--- src/rtl/bbe_pkg.sv ---
package bbe_pkg;

   // ---------------------------------------------------------------
   // register map
   // ---------------------------------------------------------------
   localparam logic [7:0] ADDR_DERIVATIVE_CODE = 8'had;
   localparam logic [7:0] ADDR_FAMILY_CODE     = 8'hb5;
   localparam logic [7:0] ADDR_REVISION_CODE   = 8'hb6;
   localparam logic [7:0] ADDR_SECOND_ACC      = 8'hf0;
   localparam logic [7:0] RST_SECOND_ACC       = 8'h00;

   // bit addresses of the second accumulator: upper five bits match
   localparam logic [4:0] BITADDR_SECOND_ACC   = 5'h1e;

   // ---------------------------------------------------------------
   // instruction lengths in bytes
   // ---------------------------------------------------------------
   localparam logic [1:0] LEN_1 = 2'h1;
   localparam logic [1:0] LEN_2 = 2'h2;
   localparam logic [1:0] LEN_3 = 2'h3;

   // ---------------------------------------------------------------
   // base cycle counts; a taken conditional branch adds one
   // ---------------------------------------------------------------
   localparam logic [2:0] CYC_BIT       = 3'h2;
   localparam logic [2:0] CYC_BR_SHORT  = 3'h2;
   localparam logic [2:0] CYC_BR_BIT    = 3'h3;
   localparam logic [2:0] CYC_SHORT_JUMP = 3'h3;
   localparam logic [2:0] CYC_JUMP_IND  = 3'h3;
   localparam logic [2:0] CYC_CMP_DIR   = 3'h4;
   localparam logic [2:0] CYC_CMP_IMM   = 3'h3;
   localparam logic [2:0] CYC_CMP_REG   = 3'h3;
   localparam logic [2:0] CYC_CMP_IND   = 3'h4;
   localparam logic [2:0] CYC_DEC_REG   = 3'h2;
   localparam logic [2:0] CYC_DEC_DIR   = 3'h3;
   localparam logic [2:0] CYC_TAKEN_ADD = 3'h1;

   // ---------------------------------------------------------------
   // operations
   // ---------------------------------------------------------------
   typedef enum logic [4:0] {
      OP_AND_BIT      = 5'h00,
      OP_AND_NBIT     = 5'h01,
      OP_OR_BIT       = 5'h02,
      OP_OR_NBIT      = 5'h03,
      OP_COPY_BIT_C   = 5'h04,
      OP_COPY_C_BIT   = 5'h05,
      OP_BR_CARRY     = 5'h06,
      OP_BR_NO_CARRY  = 5'h07,
      OP_BR_BIT_SET   = 5'h08,
      OP_BR_BIT_CLEAR = 5'h09,
      OP_BR_CLR_BIT   = 5'h0a,
      OP_SHORT_JUMP   = 5'h0b,
      OP_IND_JUMP     = 5'h0c,
      OP_BR_ACC_ZERO  = 5'h0d,
      OP_BR_ACC_NZERO = 5'h0e,
      OP_CMP_ACC_DIR  = 5'h0f,
      OP_CMP_ACC_IMM  = 5'h10,
      OP_CMP_REG_IMM  = 5'h11,
      OP_CMP_IND_IMM  = 5'h12,
      OP_DEC_REG      = 5'h13,
      OP_DEC_DIR      = 5'h14
   } bbe_op_t;

   typedef enum logic [1:0] {
      ST_IDLE = 2'b01,
      ST_EXEC = 2'b10
   } bbe_state_t;

endpackage

--- src/rtl/bbe_core.sv ---
`timescale 1ns/1ps

// Functional notes
// - AND addressed bit into carry, 2B/2cyc
// - AND inverted bit into carry, 2B/2cyc
// - OR bit or inverse into carry
// - copy bit to carry, carry to bit
// - branch on carry set/clear, 2/3 cyc
// - branch on bit set/clear, 3/4 cyc
// - branch-and-clear clears bit when taken
// - short jump: pc plus signed offset, 3cyc
// - indirect jump to acc plus data_pointer
// - branch on accumulator zero/nonzero, 2/3 cyc
// - compare acc with direct, 4/5 cyc
// - compare acc with immediate, 3/4 cyc
// - compare register with immediate, 3/4 cyc
// - compare indirect with immediate, 4/5 cyc
// - decrement register, branch nonzero, 2/3 cyc
// - decrement direct, branch nonzero, 3/4 cyc
// - second accumulator rw at 0xf0, reset 0
// - three read-only identification registers
// - family code read-only at 0xb5
module bbe_core #(
   parameter logic [7:0] FAMILY_CODE     = 8'h5a, // arbitrary value
   parameter logic [7:0] DERIVATIVE_CODE = 8'h01, // arbitrary value
   parameter logic [7:0] REVISION_CODE   = 8'h02  // arbitrary value
) (
   // clock and reset
   input  wire logic             mclk,
   input  wire logic             reset_n,
   // register port
   input  wire logic [7:0]       reg_addr,
   input  wire logic [7:0]       reg_wdata,
   input  wire logic             reg_wr,
   input  wire logic             reg_rd,
   output logic      [7:0]       reg_rdata,
   // instruction issue
   input  wire logic             op_start,
   input  wire bbe_pkg::bbe_op_t op_code,
   input  wire logic [7:0]       op_bit_addr,
   input  wire logic             op_bit_val,
   input  wire logic             op_carry,
   input  wire logic [7:0]       op_acc,
   input  wire logic [7:0]       op_dir_byte,
   input  wire logic [7:0]       op_imm,
   input  wire logic [7:0]       op_ind_byte,
   input  wire logic [7:0]       op_reg_byte,
   input  wire logic [7:0]       op_rel,
   input  wire logic [15:0]      op_pc,
   input  wire logic [15:0]      op_data_pointer,
   // results
   output logic                  busy,
   output logic                  done,
   output logic                  carry,
   output logic                  taken,
   output logic      [15:0]      next_pc,
   output logic      [2:0]       cycles,
   output logic      [1:0]       length,
   output logic                  bit_wr,
   output logic      [7:0]       bit_waddr,
   output logic                  bit_wdata,
   output logic                  byte_wr,
   output logic      [7:0]       byte_wdata
);

   // ---------------------------------------------------------------
   // state
   // ---------------------------------------------------------------
   bbe_pkg::bbe_state_t state_ff;
   bbe_pkg::bbe_state_t nxt_state;
   logic [2:0]  cnt_ff;
   logic [7:0]  second_acc_ff;
   logic [7:0]  rdata_ff;
   logic        done_ff;
   logic        carry_ff;
   logic        taken_ff;
   logic [15:0] pc_ff;
   logic [2:0]  cycles_ff;
   logic [1:0]  length_ff;
   logic        bit_wr_ff;
   logic [7:0]  bit_waddr_ff;
   logic        bit_wdata_ff;
   logic        byte_wr_ff;
   logic [7:0]  byte_wdata_ff;
   // staged results, published together with done
   logic        st_carry_ff;
   logic        st_taken_ff;
   logic [15:0] st_pc_ff;
   logic [2:0]  st_cycles_ff;
   logic [1:0]  st_length_ff;
   logic        st_bit_wr_ff;
   logic        st_bit_val_ff;
   logic        st_byte_wr_ff;
   logic [7:0]  st_byte_ff;
   logic [7:0]  st_bit_addr_ff;

   // ---------------------------------------------------------------
   // operand selection
   // ---------------------------------------------------------------
   wire        bit_in_acc2 = (op_bit_addr[7:3] == bbe_pkg::BITADDR_SECOND_ACC);
   wire        src_bit     = bit_in_acc2 ? second_acc_ff[op_bit_addr[2:0]] : op_bit_val;
   wire [7:0]  dec_src     = (op_code == bbe_pkg::OP_DEC_REG) ? op_reg_byte : op_dir_byte;
   wire [7:0]  dec_res     = dec_src - 8'h01;
   wire [15:0] rel_ext     = {{8{op_rel[7]}}, op_rel};
   wire        start_ok    = op_start && (state_ff == bbe_pkg::ST_IDLE);

   // ---------------------------------------------------------------
   // decode: length, base cycles, condition, results
   // ---------------------------------------------------------------
   logic [1:0]  dec_len;
   logic [2:0]  dec_cyc;
   logic        dec_cond;
   logic        dec_is_br;
   logic        dec_carry;
   logic        dec_bit_wr;
   logic        dec_bit_val;
   logic        dec_byte_wr;

   always_comb begin
      dec_len     = bbe_pkg::LEN_2;
      dec_cyc     = bbe_pkg::CYC_BIT;
      dec_cond    = 1'b0;
      dec_is_br   = 1'b1;
      dec_carry   = op_carry;
      dec_bit_wr  = 1'b0;
      dec_bit_val = 1'b0;
      dec_byte_wr = 1'b0;
      unique case (op_code)
         bbe_pkg::OP_AND_BIT: begin
            dec_is_br = 1'b0;
            dec_carry = op_carry & src_bit;
         end
         bbe_pkg::OP_AND_NBIT: begin
            dec_is_br = 1'b0;
            dec_carry = op_carry & ~src_bit;
         end
         bbe_pkg::OP_OR_BIT: begin
            dec_is_br = 1'b0;
            dec_carry = op_carry | src_bit;
         end
         bbe_pkg::OP_OR_NBIT: begin
            dec_is_br = 1'b0;
            dec_carry = op_carry | ~src_bit;
         end
         bbe_pkg::OP_COPY_BIT_C: begin
            dec_is_br = 1'b0;
            dec_carry = src_bit;
         end
         bbe_pkg::OP_COPY_C_BIT: begin
            dec_is_br   = 1'b0;
            dec_bit_wr  = 1'b1;
            dec_bit_val = op_carry;
         end
         bbe_pkg::OP_BR_CARRY: begin
            dec_cyc  = bbe_pkg::CYC_BR_SHORT;
            dec_cond = op_carry;
         end
         bbe_pkg::OP_BR_NO_CARRY: begin
            dec_cyc  = bbe_pkg::CYC_BR_SHORT;
            dec_cond = ~op_carry;
         end
         bbe_pkg::OP_BR_BIT_SET: begin
            dec_len  = bbe_pkg::LEN_3;
            dec_cyc  = bbe_pkg::CYC_BR_BIT;
            dec_cond = src_bit;
         end
         bbe_pkg::OP_BR_BIT_CLEAR: begin
            dec_len  = bbe_pkg::LEN_3;
            dec_cyc  = bbe_pkg::CYC_BR_BIT;
            dec_cond = ~src_bit;
         end
         bbe_pkg::OP_BR_CLR_BIT: begin
            dec_len     = bbe_pkg::LEN_3;
            dec_cyc     = bbe_pkg::CYC_BR_BIT;
            dec_cond    = src_bit;
            dec_bit_wr  = src_bit;
            dec_bit_val = 1'b0;
         end
         bbe_pkg::OP_SHORT_JUMP: begin
            dec_cyc   = bbe_pkg::CYC_SHORT_JUMP;
            dec_is_br = 1'b0;
         end
         bbe_pkg::OP_IND_JUMP: begin
            dec_len   = bbe_pkg::LEN_1;
            dec_cyc   = bbe_pkg::CYC_JUMP_IND;
            dec_is_br = 1'b0;
         end
         bbe_pkg::OP_BR_ACC_ZERO: begin
            dec_cyc  = bbe_pkg::CYC_BR_SHORT;
            dec_cond = (op_acc == 8'h00);
         end
         bbe_pkg::OP_BR_ACC_NZERO: begin
            dec_cyc  = bbe_pkg::CYC_BR_SHORT;
            dec_cond = (op_acc != 8'h00);
         end
         bbe_pkg::OP_CMP_ACC_DIR: begin
            dec_len  = bbe_pkg::LEN_3;
            dec_cyc  = bbe_pkg::CYC_CMP_DIR;
            dec_cond = (op_acc != op_dir_byte);
         end
         bbe_pkg::OP_CMP_ACC_IMM: begin
            dec_len  = bbe_pkg::LEN_3;
            dec_cyc  = bbe_pkg::CYC_CMP_IMM;
            dec_cond = (op_acc != op_imm);
         end
         bbe_pkg::OP_CMP_REG_IMM: begin
            dec_len  = bbe_pkg::LEN_3;
            dec_cyc  = bbe_pkg::CYC_CMP_REG;
            dec_cond = (op_reg_byte != op_imm);
         end
         bbe_pkg::OP_CMP_IND_IMM: begin
            dec_len  = bbe_pkg::LEN_3;
            dec_cyc  = bbe_pkg::CYC_CMP_IND;
            dec_cond = (op_ind_byte != op_imm);
         end
         bbe_pkg::OP_DEC_REG: begin
            dec_cyc     = bbe_pkg::CYC_DEC_REG;
            dec_cond    = (dec_res != 8'h00);
            dec_byte_wr = 1'b1;
         end
         bbe_pkg::OP_DEC_DIR: begin
            dec_len     = bbe_pkg::LEN_3;
            dec_cyc     = bbe_pkg::CYC_DEC_DIR;
            dec_cond    = (dec_res != 8'h00);
            dec_byte_wr = 1'b1;
         end
         default: begin
            dec_is_br = 1'b0;
         end
      endcase
   end

   // ---------------------------------------------------------------
   // target and total cycle count
   // ---------------------------------------------------------------
   wire        is_jump    = (op_code == bbe_pkg::OP_SHORT_JUMP) ||
                            (op_code == bbe_pkg::OP_IND_JUMP);
   wire        dec_taken  = (dec_is_br && dec_cond) || is_jump;
   wire [15:0] fall_pc    = op_pc + {14'h0000, dec_len};
   wire [15:0] rel_pc     = fall_pc + rel_ext;
   wire [15:0] ind_pc     = op_data_pointer + {8'h00, op_acc};
   wire [15:0] dec_pc     = (op_code == bbe_pkg::OP_IND_JUMP) ? ind_pc :
                            dec_taken ? rel_pc : fall_pc;
   // a taken conditional branch costs one extra cycle for the refetch
   wire [2:0]  dec_total  = (dec_is_br && dec_cond) ? dec_cyc + bbe_pkg::CYC_TAKEN_ADD
                                                    : dec_cyc;
   wire        last_cyc   = (state_ff == bbe_pkg::ST_EXEC) && (cnt_ff == 3'h1);

   always_comb begin
      nxt_state = state_ff;
      unique case (state_ff)
         bbe_pkg::ST_IDLE: begin
            if (start_ok) begin
               nxt_state = bbe_pkg::ST_EXEC;
            end
         end
         bbe_pkg::ST_EXEC: begin
            if (last_cyc) begin
               nxt_state = bbe_pkg::ST_IDLE;
            end
         end
         default: begin
            nxt_state = bbe_pkg::ST_IDLE;
         end
      endcase
   end

   // ---------------------------------------------------------------
   // sequencer
   // ---------------------------------------------------------------
   always_ff @(posedge mclk or negedge reset_n) begin
      if (!reset_n) begin
         state_ff <= bbe_pkg::ST_IDLE;
         cnt_ff   <= 3'h0;
      end else begin
         state_ff <= nxt_state;
         if (start_ok) begin
            cnt_ff <= dec_total;
         end else if (state_ff == bbe_pkg::ST_EXEC) begin
            cnt_ff <= cnt_ff - 3'h1;
         end
      end
   end

   always_ff @(posedge mclk or negedge reset_n) begin
      if (!reset_n) begin
         st_carry_ff    <= 1'b0;
         st_taken_ff    <= 1'b0;
         st_pc_ff       <= 16'h0000;
         st_cycles_ff   <= 3'h0;
         st_length_ff   <= 2'h0;
         st_bit_wr_ff   <= 1'b0;
         st_bit_val_ff  <= 1'b0;
         st_byte_wr_ff  <= 1'b0;
         st_byte_ff     <= 8'h00;
         st_bit_addr_ff <= 8'h00;
      end else if (start_ok) begin
         st_carry_ff    <= dec_carry;
         st_taken_ff    <= dec_taken;
         st_pc_ff       <= dec_pc;
         st_cycles_ff   <= dec_total;
         st_length_ff   <= dec_len;
         st_bit_wr_ff   <= dec_bit_wr;
         st_bit_val_ff  <= dec_bit_val;
         st_byte_wr_ff  <= dec_byte_wr;
         st_byte_ff     <= dec_res;
         st_bit_addr_ff <= op_bit_addr;
      end
   end

   // results publish on the final cycle so done marks the true latency
   always_ff @(posedge mclk or negedge reset_n) begin
      if (!reset_n) begin
         done_ff       <= 1'b0;
         carry_ff      <= 1'b0;
         taken_ff      <= 1'b0;
         pc_ff         <= 16'h0000;
         cycles_ff     <= 3'h0;
         length_ff     <= 2'h0;
         bit_wr_ff     <= 1'b0;
         bit_waddr_ff  <= 8'h00;
         bit_wdata_ff  <= 1'b0;
         byte_wr_ff    <= 1'b0;
         byte_wdata_ff <= 8'h00;
      end else begin
         done_ff    <= last_cyc;
         bit_wr_ff  <= last_cyc && st_bit_wr_ff;
         byte_wr_ff <= last_cyc && st_byte_wr_ff;
         if (last_cyc) begin
            carry_ff      <= st_carry_ff;
            taken_ff      <= st_taken_ff;
            pc_ff         <= st_pc_ff;
            cycles_ff     <= st_cycles_ff;
            length_ff     <= st_length_ff;
            bit_waddr_ff  <= st_bit_addr_ff;
            bit_wdata_ff  <= st_bit_val_ff;
            byte_wdata_ff <= st_byte_ff;
         end
      end
   end

   // ---------------------------------------------------------------
   // register file
   // ---------------------------------------------------------------
   wire       wr_acc2   = reg_wr && (reg_addr == bbe_pkg::ADDR_SECOND_ACC);
   wire       bit_acc2  = last_cyc && st_bit_wr_ff &&
                          (st_bit_addr_ff[7:3] == bbe_pkg::BITADDR_SECOND_ACC);
   // a bit write from the core lands on top of a same-cycle bus write
   logic [7:0] acc2_bitmask;
   always_comb begin
      acc2_bitmask = 8'h00;
      acc2_bitmask[st_bit_addr_ff[2:0]] = bit_acc2;
   end
   wire [7:0] acc2_base = wr_acc2 ? reg_wdata : second_acc_ff;
   wire [7:0] nxt_acc2  = (acc2_base & ~acc2_bitmask) |
                          ({8{st_bit_val_ff}} & acc2_bitmask);

   // identification codes have no write path at all
   wire [7:0] rd_mux = (reg_addr == bbe_pkg::ADDR_SECOND_ACC)      ? second_acc_ff   :
                       (reg_addr == bbe_pkg::ADDR_FAMILY_CODE)     ? FAMILY_CODE     :
                       (reg_addr == bbe_pkg::ADDR_DERIVATIVE_CODE) ? DERIVATIVE_CODE :
                       (reg_addr == bbe_pkg::ADDR_REVISION_CODE)   ? REVISION_CODE   :
                       8'h00;

   always_ff @(posedge mclk or negedge reset_n) begin
      if (!reset_n) begin
         second_acc_ff <= bbe_pkg::RST_SECOND_ACC;
         rdata_ff      <= 8'h00;
      end else begin
         second_acc_ff <= nxt_acc2;
         rdata_ff      <= reg_rd ? rd_mux : 8'h00;
      end
   end

   // ---------------------------------------------------------------
   // outputs
   // ---------------------------------------------------------------
   assign reg_rdata  = rdata_ff;
   assign busy       = state_ff[1];
   assign done       = done_ff;
   assign carry      = carry_ff;
   assign taken      = taken_ff;
   assign next_pc    = pc_ff;
   assign cycles     = cycles_ff;
   assign length     = length_ff;
   assign bit_wr     = bit_wr_ff;
   assign bit_waddr  = bit_waddr_ff;
   assign bit_wdata  = bit_wdata_ff;
   assign byte_wr    = byte_wr_ff;
   assign byte_wdata = byte_wdata_ff;

endmodule

--- config.mk ---
export PLATFORM = sky130hd
export DESIGN_NAME = bbe_core
export DESIGN_NICKNAME = d
export VERILOG_FILES = /design/src/rtl/bbe_pkg.sv /design/src/rtl/bbe_core.sv
export SDC_FILE = /design/constraint.sdc
export NUM_CORES = 1
export LEC_CHECK = 0
export ABC_AREA = 0
export BUFFER_PORTS_ARGS = -buffer_cell sky130_fd_sc_hd__clkbuf_2
export CORE_UTILIZATION = 40
export DETAILED_ROUTE_END_ITERATION = 10
export PLACE_DENSITY_LB_ADDON = 0.2
export SLEW_MARGIN = 20
export SYNTH_ARGS = -nofsm -noshare
export SYNTH_HDL_FRONTEND = slang
export SYNTH_SLANG_ARGS = --single-unit
--- constraint.sdc ---
create_clock -name mclk -period 6.15 [get_ports mclk]
set_clock_uncertainty 0.05 [all_clocks]
set_input_delay 0.3075 -clock mclk [delete_from_list [all_inputs] [get_ports mclk]]
set_output_delay 0.3075 -clock mclk [all_outputs]
set_load 0.02 [all_outputs]
==> qor.csv <==
stage,metric,value,unit
run_status,status,finished clean,
drt,per-cell routed wire length,16.1,um
worst_setup_path,slowest library cell on the worst path,a2111oi_0,
final_layout,nets,1083,
logic_synthesis,synthesized flop and latch total,106,
clock_tree,Clock Latency Late Sink,350,ps
logic_synthesis,post-synth top area share,35.9,%
logic_synthesis,largest cells by area after synthesis,"dfrtp_1 (36%), mux2_2 (6.5%), ha_1 (5.5%), xnor2_1 (5.3%), nand2_1 (4.8%)",
clock_tree,CTS tree,yes,
timing,Rel. slew slack,52.0,%
worst_setup_path,r2r setup slk,3130,ps
worst_setup_path,CP Class,in2reg,
logic_synthesis,Syn Nets,935,
timing,worst slew pin tran,720,ps
worst_setup_path,Worst setup SP type,primary input,
grt,global-route usage over all layers,20.7,%
place,Final Wtd Congestion,0.885,
worst_setup_path,crit-path max FO,33,
clock_tree,CTS sink cnt,106,
timing,setup tns final,0,ps
die,I/O Pins,168,
clock_tree,setup repair bufs after CTS,0,
place,dpl hpwl,14400,um
place,Port-buffer cells,167,
drt,Detail Route Antenna Nets,0,
worst_setup_path,"Req. time, crit path",6330,ps
logic_synthesis,leading area contributor after synthesis,dfrtp_1,
worst_setup_path,reg2reg end,st_pc_ff[14],
logic_synthesis,"FFs w/ async S/R, synth",100,%
hold_path,WHS Endpoint,st_bit_addr_ff[5],
timing,Final min period,4670,ps
logic_synthesis,"count leader, synth",dfrtp_1,
die,Initial Util,40.7,%
hold_path,Min-Delay Path Depth,3,
timing,Fmax achieved,0.214,GHz
grt,pin count of the biggest net entering global routing,57,
timing,number of setup violations in the final report,0,
grt,vias in the first global route,6049,
timing,RSZ-0062 raised after global routing,no,
worst_setup_path,R2R depth,9,
drt,Avg Vias per Cell,5.40,
drt,routed via count,6296,
grt,first-pass GRT wire length,30300,um
logic_synthesis,cells after synthesis,784,
grt,antenna violations before repair,0,
final_layout,share of cells above drive strength 1,27.9,%
power,pwr/cell area,321,mW/mm^2
final_layout,antenna diode count,0,
hold_path,HP Start,op_bit_addr[5],
final_layout,Area Overhead vs Synth,17.8,%
worst_setup_path,worst-path cell chain,"clkbuf_2, or2_2, or2_2, inv_1, fa_1, inv_1, ha_1, a211oi_1, o21ai_0, a2111oi_0, nor3_1, and3b_1, o21ai_0, a22oi_2, xnor2_1, o21ai_1",
final_layout,fin util,48.0,%
power,Pwr Total,2.76,mW
clock_tree,Root Buffer,clkbuf_16,
die,die width,137,um
power,VDD IR-drop max,222,uV
logic_synthesis,number of enable flip-flop cells after synthesis,0,
grt,global route overflow,0,
worst_setup_path,max incr delay on CP,630,ps
logic_synthesis,register area share after synthesis,36.3,%
clock_tree,# H-tree levels,3,
timing,Final Hold Viols,0,
die,Core Area,0.0180,mm^2
die,Core Rows,49,
logic_synthesis,Post-Syn Area,0.00732,mm^2
worst_setup_path,CP Capture Type,flop,
clock_tree,"CTS clk-pin slew, worst paths",70,ps
drt,Routed Wire Length,18700,um
hold_path,Hold Crit Class,in2reg,
die,die area,0.0188,mm^2
drt,initial drt markers,294,
logic_synthesis,post-synthesis area per instance,9.33,um^2
job,Max-Cap Viols,0,
drt,drt pass-1 iters,4,
logic_synthesis,Main synth FF type,dfrtp_1,
logic_synthesis,most instantiated cells after synthesis,"dfrtp_1 (105), nand2_1 (94), nor2_1 (45)",
worst_setup_path,CP arrival,4850,ps
final_layout,post-route insts no fill,1166,
logic_synthesis,post-synthesis cell type count,78,
drt,drc violations,0,
logic_synthesis,YS warnings,0,
clock_tree,clk buf depth,2,
timing,fin. max-slew vios,0,
timing,Tcrit/Tclk final,75.9,%
power,LEAKAGE,4.10,nW
die,chip height,137,um
place,Placed Cells,1149,
clock_tree,TritonCTS Buffers,9,
cells in the final DEF, fill, tap and decap left out, drive strengths merged, types with 5 or more instances in the layout:
cell	synthesis	routed
or2	8	8
nor3b	15	15
nor2	45	45
xor2	18	18
nand2b	9	9
nor4	9	9
and3	17	17
nor3	17	17
and2	5	5
nand4	15	15
o21ai	41	41
and4	6	6
clkbuf	26	177
dfrtp	105	105
a211oi	5	5
a21oi	34	34
a31o	6	6
buf	12	8
a311oi	7	7
nand2	97	97
mux2	43	43
a21boi	6	6
nor2b	9	9
a21o	7	7
mux2i	26	26
ha	32	32
nand3	28	28
xnor2	44	44
a31oi	11	11
inv	18	19
nand3b	9	9
a22oi	6	6
stage by stage:
step / worst slack (ps) / hold slack [ps] / instance area [um^2]
5_1_grt: 953 / 123 / 8620
3_5_place_dp: 1140 / 323 / 8300
2_1_floorplan: 1930 / -38.1 / 7320
6_report: 1480 / 125 / 8620
4_1_cts: 1500 / 112 / 8620
3_3_place_gp: 1200 / 326 / 8300
cell type report:
| cell class | count | area (um^2) |
|---|---|---|
| Tap cell | 229 | 287 |
| Clock buffer | 11 | 243 |
| Clock inverter | 5 | 62.6 |
| Inverter | 18 | 67.6 |
| Timing Repair Buffer | 175 | 901 |
| Sequential cell | 106 | 2650 |
| Multi-Input combinational cell | 622 | 4410 |
| Fill cell | 1780 | 9340 |
worst max-delay path: cells and delay by family:
| family | cells | cell delay, ps |
|---|---|---|
| AO/OA/AOI/OAI | 6 | 1430 |
| XOR/XNOR | 1 | 140 |
| adder cells (fa/ha/maj) | 2 | 750 |
| buffers and inverters | 3 | 900 |
| AND/OR/NAND/NOR | 4 | 1310 |
what timing repair did:
item                      in CTS  in global routing
hold buffers                   1                  0
gates resized for setup        0                  0
hold endpoints to repair      50                  0
metal layers:
layer / global-route usage [%] / part of all wire (%)
met1: 27.5 / 46
met2: 34.5 / 47
met3: 2.83 / 4.4
met5: 0 / 0
met4: 6.78 / 1.8
power breakdown:
group	leakage (nW)	switching [mW]	total [mW]	internal [mW]
registers	1.35	0.166	1.13	0.966
clock network	0.148	0.263	0.593	0.330
logic	2.61	0.600	1.04	0.438
worst max path at each step:
stage / start / end / slack [ps] / cells past startpoint
5_1_grt: op_code[0] / st_pc_ff[15] / 950 / 20
4_1_cts: op_code[0] / st_pc_ff[15] / 1500 / 16
2_1_floorplan: op_code[0] / st_pc_ff[15] / 1930 / 21
3_3_place_gp: op_code[0] / st_pc_ff[15] / 1200 / 16
6_report: op_code[0] / st_pc_ff[15] / 1480 / 16
3_5_place_dp: op_code[0] / st_pc_ff[15] / 1140 / 16
registers in the layout, indices dropped and copies added, names as in the netlist, 2 cells and up, named ones only:
| name | flops |
|---|---|
| bit_waddr | 8 |
| st_byte_ff | 8 |
| reg_rdata | 8 |
| st_length_ff | 2 |
| next_pc | 16 |
| st_cycles_ff | 3 |
| st_bit_addr_ff | 8 |
| st_pc_ff | 16 |
| length | 2 |
| byte_wdata | 8 |
| cnt_ff | 3 |
| state_ff | 2 |
| cycles | 3 |
cells by family after synthesis:
kind of cell	Yosys count	share of synthesized area, %
AO/OA/AOI/OAI	151	13.7
flip-flops	106	36.3
XOR/XNOR	62	7.42
AND/OR/NAND/NOR	303	21.9
buffers and inverters	56	3.61
multiplexers	71	10.8
adder cells (fa/ha/maj)	35	6.29
No activity file was read; power rests on OpenSTA's default activity.
